**config.mk**
```make
export PLATFORM = sky130hd
export DESIGN_NAME = pt32_top
export DESIGN_NICKNAME = d
export VERILOG_FILES = /design/src/common/pt32_pkg.sv /design/src/common/pt32_cnt_if.sv /design/src/hw/pt32_top.sv /design/src/hw/pt32_prescale.sv /design/src/hw/pt32_count.sv
export SDC_FILE = /design/constraint.sdc
export NUM_CORES = 1
export LEC_CHECK = 0
export BUFFER_PORTS_ARGS = -buffer_cell sky130_fd_sc_hd__buf_2
export CORE_MARGIN = 4
export CORE_UTILIZATION = 45
export DETAILED_ROUTE_END_ITERATION = 10
export PLACE_DENSITY_LB_ADDON = 0.05
export SLEW_MARGIN = 20
export SYNTH_ARGS = -nofsm -noshare
export SYNTH_HDL_FRONTEND = slang
export SYNTH_SLANG_ARGS = --single-unit
```
**constraint.sdc**
```tcl
create_clock -name clk -period 5.5 [get_ports clk]
set_input_delay 0.275 -clock clk [delete_from_list [all_inputs] [get_ports clk]]
set_output_delay 0.275 -clock clk [all_outputs]
set_load 0.03 [all_outputs]
```
**src/common/pt32_pkg.sv**
```systemverilog
// constants and helpers shared by the paired 32-bit timer block
package pt32_pkg;

   // ----------------------------------------
   // sizes
   // ----------------------------------------
   localparam int PT32_NUM = 4;
   localparam int PT32_CW = 16;
   localparam int PT32_PSW = 8;

   // ----------------------------------------
   // timer indices: pair 1 lower/upper, pair 2 lower/upper
   // ----------------------------------------
   localparam int PT32_P1_LO = 0;
   localparam int PT32_P1_HI = 1;
   localparam int PT32_P2_LO = 2;
   localparam int PT32_P2_HI = 3;

   // ----------------------------------------
   // reset values and terminal values
   // ----------------------------------------
   localparam logic [PT32_CW-1:0] PT32_COUNT_RST = 16'h0000;
   localparam logic [PT32_CW-1:0] PT32_COUNT_TOP = 16'hFFFF;
   localparam logic [PT32_PSW-1:0] PT32_PS_RST = 8'h00;

   // ----------------------------------------
   // prescaler terminal counts (divide by 1, 8, 64, 256)
   // ----------------------------------------
   localparam logic [1:0] PT32_PS_SEL1 = 2'h0;
   localparam logic [1:0] PT32_PS_SEL8 = 2'h1;
   localparam logic [1:0] PT32_PS_SEL64 = 2'h2;
   localparam logic [PT32_PSW-1:0] PT32_PS_LIM1 = 8'h00;
   localparam logic [PT32_PSW-1:0] PT32_PS_LIM8 = 8'h07;
   localparam logic [PT32_PSW-1:0] PT32_PS_LIM64 = 8'h3F;
   localparam logic [PT32_PSW-1:0] PT32_PS_LIM256 = 8'hFF;

   function automatic logic [PT32_PSW-1:0] pt32_ps_limit(input logic [1:0] sel);
      logic [PT32_PSW-1:0] lim;
      lim = PT32_PS_LIM256;
      if (sel == PT32_PS_SEL1) begin
         lim = PT32_PS_LIM1;
      end else if (sel == PT32_PS_SEL8) begin
         lim = PT32_PS_LIM8;
      end else if (sel == PT32_PS_SEL64) begin
         lim = PT32_PS_LIM64;
      end
      return lim;
   endfunction

endpackage

```
**src/common/pt32_cnt_if.sv**
```systemverilog
// count control carrier between the timer top and one 16-bit count half
`timescale 1ns/1ps
interface pt32_cnt_if;
   logic inc;
   logic wrap;
   logic report;
   logic [15:0] count;
   logic evt;
   modport ctl (output inc, output wrap, output report, input count, input evt);
   modport cnt (input inc, input wrap, input report, output count, output evt);
endinterface

```
**src/hw/pt32_top.sv**
```systemverilog
// paired 16/32-bit timers: two pairs, four 16-bit halves
// Behaviour
// RULE1 - pair runs joined 32-bit or split
// RULE2 - split halves: all modes but asynchronous counting
// RULE3 - joined: 32-bit timer or synchronous counter
// RULE4 - each half: synchronous timer or counter
// RULE5 - lower half low word, upper high
// RULE6 - joined: only lower control bits used
// RULE7 - joined: clock and gate from lower
// RULE8 - 32-bit match event on upper flag
// RULE9 - gate and prescaler in every configuration; gate is ignored here with external clock
// RULE10 - timers keep running in idle, sleep; here a timer stops in idle when its ctl_stop_idle bit is set, or the lower half's bit when joined
// RULE11 - counts and ticks serve capture/compare
// RULE12 - converter trigger only from joined pair one
// RULE13 - all four timers can request DMA
// RULE14 - period match returns count to zero
// RULE15 - count one per tick while gate permits
`timescale 1ns/1ps
module pt32_top
   import pt32_pkg::*;
(
   input wire logic clk,
   input wire logic nrst,
   input wire logic idle,
   input wire logic [3:0] ctl_on,
   input wire logic [3:0] ctl_gated,
   input wire logic [3:0] ctl_ext,
   input wire logic [3:0] ctl_join,
   input wire logic [3:0] ctl_stop_idle,
   input wire logic [7:0] ctl_ps,
   input wire logic [63:0] period,
   input wire logic [3:0] ext_clk_pin,
   input wire logic [3:0] gate_pin,
   output logic [63:0] count,
   output logic [3:0] period_evt,
   output logic [3:0] dma_req,
   output logic adc_trig,
   output logic [3:0] tb_tick
);

   // ----------------------------------------
   // reset release
   // ----------------------------------------
   logic [1:0] rst_sync;
   wire logic rst_n;

   always_ff @(posedge clk or negedge nrst) begin
      if (!nrst) begin
         rst_sync <= 2'h0;
      end else begin
         rst_sync <= {rst_sync[0], 1'b1};
      end
   end

   assign rst_n = rst_sync[1];

   // ----------------------------------------
   // pin synchronisers
   // ----------------------------------------
   logic [3:0] clk_s1;
   logic [3:0] clk_s2;
   logic [3:0] clk_s3;
   logic [3:0] gate_s1;
   logic [3:0] gate_s2;
   wire logic [3:0] clk_rise;

   always_ff @(posedge clk or negedge rst_n) begin
      if (!rst_n) begin
         clk_s1 <= 4'h0;
         clk_s2 <= 4'h0;
         clk_s3 <= 4'h0;
         gate_s1 <= 4'h0;
         gate_s2 <= 4'h0;
      end else begin
         clk_s1 <= ext_clk_pin;
         clk_s2 <= clk_s1;
         clk_s3 <= clk_s2;
         gate_s1 <= gate_pin;
         gate_s2 <= gate_s1;
      end
   end

   // RULE2 no asynchronous counter
   // RULE4 synchronous counting only
   // edge taken after two stages, so no asynchronous counter path exists
   assign clk_rise = clk_s2 & ~clk_s3;

   // ----------------------------------------
   // per-pair join and 32-bit match
   // ----------------------------------------
   wire logic [1:0] joined;
   wire logic [3:0] tick;
   wire logic [3:0] match16;
   wire logic [1:0] match32;
   wire logic [1:0] lo_full;
   logic [15:0] cnt_q [PT32_NUM];

   // RULE1 join selected by lower control
   // RULE6 upper join bit ignored
   assign joined[0] = ctl_join[PT32_P1_LO];
   assign joined[1] = ctl_join[PT32_P2_LO];

   genvar i;
   generate
      for (i = 0; i < PT32_NUM; i++) begin : g_tmr
         localparam int LO = i - (i % 2);
         localparam int PR = i / 2;
         wire logic sel_lo;
         wire logic src_on;
         wire logic src_gated;
         wire logic src_ext;
         wire logic src_stop;
         wire logic src_gate;
         wire logic src_rise;
         wire logic [1:0] src_ps;
         wire logic run;
         pt32_cnt_if cif ();

         // RULE6 joined upper takes lower controls
         assign sel_lo = joined[PR] && (i % 2 == 1);
         assign src_on = sel_lo ? ctl_on[LO] : ctl_on[i];
         assign src_gated = sel_lo ? ctl_gated[LO] : ctl_gated[i];
         assign src_ext = sel_lo ? ctl_ext[LO] : ctl_ext[i];
         assign src_stop = sel_lo ? ctl_stop_idle[LO] : ctl_stop_idle[i];
         assign src_ps = sel_lo ? ctl_ps[2*LO +: 2] : ctl_ps[2*i +: 2];
         // RULE7 joined clock and gate from lower pins
         assign src_gate = sel_lo ? gate_s2[LO] : gate_s2[i];
         assign src_rise = sel_lo ? clk_rise[LO] : clk_rise[i];

         // RULE10 runs through idle unless told to stop
         // sleep has no effect here: the count clock is kept alive
         assign run = src_on && !(idle && src_stop);

         // RULE9 gate and prescaler per timer
         // RULE15 tick only while gate permits
         pt32_prescale u_ps (
            .clk(clk),
            .rst_n(rst_n),
            .run(run),
            .ext_src(src_ext),
            .gated(src_gated && !src_ext),
            .gate_lvl(src_gate),
            .ext_rise(src_rise),
            .ps_sel(src_ps),
            .tick(tick[i])
         );

         assign match16[i] = (cnt_q[i] == period[16*i +: 16]);

         if (i % 2 == 0) begin : g_lo
            // RULE14 wrap to zero on match
            // RULE3 joined lower wraps on full 32-bit match
            assign cif.inc = tick[i];
            assign cif.wrap = joined[PR] ? match32[PR] : match16[i];
            // RULE8 joined lower reports nothing
            assign cif.report = !joined[PR];
         end else begin : g_hi
            // RULE5 upper carries from lower full word
            assign cif.inc = joined[PR] ? (tick[LO] && (match32[PR] || lo_full[PR])) : tick[i];
            assign cif.wrap = joined[PR] ? match32[PR] : match16[i];
            // RULE8 upper flag reports 32-bit match
            assign cif.report = 1'b1;
         end

         pt32_count u_cnt (
            .clk(clk),
            .rst_n(rst_n),
            .cif(cif)
         );

         assign cnt_q[i] = cif.count;
         // RULE5 lower half low word of count
         assign count[16*i +: 16] = cif.count;
         assign period_evt[i] = cif.evt;
      end
   endgenerate

   // RULE5 32-bit compare across both halves
   assign match32[0] = match16[PT32_P1_LO] && match16[PT32_P1_HI];
   assign match32[1] = match16[PT32_P2_LO] && match16[PT32_P2_HI];
   assign lo_full[0] = (cnt_q[PT32_P1_LO] == PT32_COUNT_TOP);
   assign lo_full[1] = (cnt_q[PT32_P2_LO] == PT32_COUNT_TOP);

   // ----------------------------------------
   // triggers toward capture, compare, DMA, converter
   // ----------------------------------------
   logic join1_q;

   always_ff @(posedge clk or negedge rst_n) begin
      if (!rst_n) begin
         join1_q <= 1'b0;
         tb_tick <= 4'h0;
      end else begin
         join1_q <= joined[0];
         // RULE11 time base ticks for capture/compare
         tb_tick <= tick;
      end
   end

   // RULE13 every half may request a DMA transfer
   assign dma_req = period_evt;
   // RULE12 converter trigger from joined pair one only
   // join is delayed to line up with the registered event
   assign adc_trig = period_evt[PT32_P1_HI] && join1_q;

endmodule

```
**src/hw/pt32_prescale.sv**
```systemverilog
// clock source select, gate and prescaler for one 16-bit timer
`timescale 1ns/1ps
module pt32_prescale
   import pt32_pkg::*;
(
   input wire logic clk,
   input wire logic rst_n,
   input wire logic run,
   input wire logic ext_src,
   input wire logic gated,
   input wire logic gate_lvl,
   input wire logic ext_rise,
   input wire logic [1:0] ps_sel,
   output logic tick
);

   logic [PT32_PSW-1:0] ps_cnt;
   wire logic base_evt;
   wire logic ps_done;

   // external counting always goes through the synchronised edge;
   // gate only qualifies the internal clock
   assign base_evt = ext_src ? ext_rise : (!gated || gate_lvl);
   assign ps_done = (ps_cnt == pt32_ps_limit(ps_sel));

   always_ff @(posedge clk or negedge rst_n) begin
      if (!rst_n) begin
         ps_cnt <= PT32_PS_RST;
         tick <= 1'b0;
      end else begin
         tick <= run && base_evt && ps_done;
         if (!run) begin
            ps_cnt <= PT32_PS_RST;
         end else if (base_evt) begin
            ps_cnt <= ps_done ? PT32_PS_RST : ps_cnt + 8'h01;
         end
      end
   end

endmodule

```
**src/hw/pt32_count.sv**
```systemverilog
// one 16-bit count half with wrap and period event
`timescale 1ns/1ps
module pt32_count
   import pt32_pkg::*;
(
   input wire logic clk,
   input wire logic rst_n,
   pt32_cnt_if.cnt cif
);

   always_ff @(posedge clk or negedge rst_n) begin
      if (!rst_n) begin
         cif.count <= PT32_COUNT_RST;
         cif.evt <= 1'b0;
      end else begin
         cif.evt <= cif.inc && cif.wrap && cif.report;
         if (cif.inc) begin
            cif.count <= cif.wrap ? PT32_COUNT_RST : cif.count + 16'h0001;
         end
      end
   end

endmodule

```
==> metrics.md <==
| Metric | Value |
|---|---|
| Pre-CTS setup slack | 2720 ps |
| Worst EP arrival | 3050 ps |
| Vias in the first global route | 6,470 |
| RSZ-0062 raised after global routing | false |
| Worst vdd ir | 205 uV |
| Num CTS Buffers | 17 |
| Worst-Skew Late Latency | 420 ps |
| Crit Path Class | flip-flop to flip-flop |
| Clock skew | 6.48 ps |
| Clock root cell | clkbuf_16 |
| Post-Syn Area | 0.00727 mm^2 |
| Setup TNS | 0 ps |
| Register Area | 0.00328 mm^2 |
| Critical path fanouts, max | 14 |
| Finished Core Util | 0.566 |
| Measured slew at the worst slew-check pin | 1140 ps |
| Vias post-DR | 6,340 |
| Slew headroom | 0.242 |
| Largest net degree at the start of global routing | 73 |
| Worst Path Buf+Inv | 0 |
| Initial Util | 0.459 |
| Die height | 135 um |
| Fin. max-slew vios | 0 |
| Crit end category | flip-flop |
| Via density per instance | 5.45 |
| Worst min path class | primary input to flip-flop |
| Area of the core | 0.0158 mm^2 |
| Post-DP HPWL | 13.4 mm |
| Post-CTS Setup Inserts | 0 |
| EDFF count, synth | 0 |
| Crit-path cells | xor2_1, nor4_1, nand4_1, a21oi_1, nor4b_1, a221o_1 |
| Share of post-route cells with drive strength above 1 | 0.255 |
| Core Rows | 46 |
| Mapped Cells | 755 |
| Minimum clock period | 2760 ps |
| Final period utilization | 0.502 |
| Slowest library cell on the worst path | a21oi_1 |
| Nets | 1,046 |
| Post-Syn Nets | 866 |
| # diodes | 0 |
| Die ar. | 0.0182 mm^2 |
| Critical path's top delay family | compound AO/OA/AOI/OAI gates |
| Pwr dens | 321 mW/mm^2 |
| 1st-iter DRT viols | 290 |
| Netlist cell types | 61 |
| Req. time, crit path | 5800 ps |
| Hold_ws | 133 ps |
| # fillers | 1,436 |
| Final WS setup | 2740 ps |
| Drt first pass iters | 5 |
| Run status | finished clean |
| GP Congestion | 0.799 |
| Final Non-Filler Cells | 1,164 |
| Pleak | 4.02 nW |
| Mean Syn Cell Area | 9.62 um^2 |
| Max Cap Viol | 0 |
| H-tree levels | 4 |
| Port Buffers | 177 |
| First-pass GRT wire length | 30.8 mm |
| Yosys warnings | 0 |
| Initial antenna violation count | 0 |
| Ys async rst share | 1.00 |
| GRT Util Overall | 0.205 |
| Die W | 135 um |
| CTS tree | done |
| Antenna viol nets, final | 0 |
| CP peak stage delay | 960 ps |
| Sequential area share after synthesis | 0.451 |
| GR Overflow Total | 0 |
| Wire per inst | 15.8 um |
| Area Growth Syn to Fin | 23.4% |
| Sink Count | 131 |
| Detailed Route WL | 18.4 mm |
| Final hold vios | 0 |
| Number of setup violations in the final report | 0 |
| Top-level I/O count | 180 |
| Top_reg_cell synth | dfrtp_1 |
| Clock Pin Slew Worst Setup and Hold Paths | 60 ps |
| DRC | 0 |
| Multi-input gate area | 0.00375 mm^2 |
| Post-CTS Resized | 0 |
| CP Launch Type | flip-flop |
| Placed Cells | 1,123 |
| CTS Buffer Depth | 2 |
| Synthesis-stage register bit count | 131 |
| FMAX | 363 MHz |
| # hold bufs at CTS | 9 |
worst paths after layout:
kind / start / to / slack, ps / cells after the start
setup reg to reg: g_tmr[0].u_cnt.cif.count[2] / g_tmr[1].u_cnt.cif.count[2] / 2740 / 6
max in group asynchronous: rst_sync[1] / g_tmr[2].u_cnt.cif.count[14] / 3710 / 1
hold / removal: ctl_join[0] / join1_q / 130 / 1
hold reg to reg: gate_s1[2] / gate_s2[2] / 350 / 0
setup / recovery: g_tmr[0].u_cnt.cif.count[2] / g_tmr[1].u_cnt.cif.count[2] / 2740 / 6
min in group asynchronous: nrst / rst_sync[1] / 160 / 2
area by class of cell:
class	count	share of cell area
clock inverters	14	0.0155
flip-flops and latches	131	0.366
well taps	216	0.0301
multi-input cells	574	0.419
repair buffers	189	0.111
inverters	22	0.00921
clock buffers	18	0.0490
placed cells by master (no fill, tap or decap), drive strengths merged, types with 15 or more instances in the layout:
cell type / count
a21o: 20
dfrtp: 131
xor2: 81
xnor2: 15
inv: 22
nand2: 48
and3: 30
nor3: 16
a211o: 15
o21ai: 35
nand3: 35
a21oi: 16
buf: 180
nor4: 32
clkbuf: 18
nand4: 20
nor2: 65
worst register-to-register path: cells and delay by family (launching register included):
family / cells / cell delay (ps)
simple gates: 3 / 720
flops: 1 / 460
compound gates: 2 / 1280
xor+xnor: 1 / 170
cell usage after synthesis (all sizes together) (3+ instances only):
cell / count / area [um^2]
dfrtp: 131 / 3280
xor2: 81 / 709
nor2: 65 / 244
nand2: 48 / 180
nand3: 35 / 180
o21ai: 35 / 175
nor4: 32 / 200
and3: 30 / 188
inv: 22 / 82.6
a21o: 20 / 158
nand4: 20 / 125
a21oi: 16 / 80.1
nor3: 16 / 80.1
a211o: 15 / 131
buf: 15 / 101
xnor2: 15 / 131
clkbuf: 13 / 48.8
and2: 12 / 77.6
nand2b: 12 / 75.1
or2: 11 / 68.8
nor3b: 10 / 75.1
mux2i: 9 / 90.1
ha: 8 / 100
or3: 7 / 43.8
mux2: 6 / 67.6
o22ai: 6 / 37.5
or4: 6 / 45.0
a211oi: 5 / 37.5
a31oi: 5 / 31.3
nor2b: 5 / 31.3
a22o: 4 / 35.0
nor4b: 4 / 35.0
o221ai: 4 / 35.0
a221o: 3 / 30.0
flip-flops by register name (all words and copies together), names as in the netlist:
signal	count
clk_s1	4
clk_s2	4
clk_s3	4
g_tmr.u_cnt.cif.count	64
g_tmr.u_cnt.cif.evt	4
g_tmr.u_ps.ps_cnt	32
g_tmr.u_ps.tick	4
gate_s1	4
gate_s2	4
join1_q	1
rst_sync	2
tb_tick	4
logic make-up (layout without fill, tap and decap cells):
family / Yosys count / in the layout / synth area share
AND/OR/NAND/NOR: 319 / 319 / 0.235
AO/OA/AOI/OAI: 135 / 135 / 0.130
flip-flops: 131 / 131 / 0.451
XOR/XNOR: 96 / 96 / 0.116
buffers and inverters: 50 / 243 / 0.0320
multiplexers: 15 / 15 / 0.0217
adder cells (fa/ha/maj): 8 / 8 / 0.0138
other: 1 / 1 / 0.000516
metrics by stage:
| stage | area [um^2] | power [mW] |
|---|---|---|
| after floorplan | 7270 | 1.58 |
| after global placement | 8300 | 1.77 |
| after detailed placement | 8300 | 1.79 |
| after CTS | 8970 | 2.91 |
| after global routing | 8970 | 3.03 |
| final | 8970 | 2.88 |
layer usage:
layer	part of all wire	track usage	vias to the layer above
li1	-	-	3077
met1	0.42	0.256	3069
met2	0.51	0.360	168
met3	0.057	0.0462	26
met4	0.014	0.0560	0
met5	0	0	-
where the power goes:
group	leakage (nW)	switching [mW]	total, mW	internal (mW)
logic	2.23	0.365	0.609	0.243
clock network	0.269	0.433	1.11	0.674
registers	1.51	0.127	1.17	1.04
No activity file was read; power rests on OpenSTA's default activity.
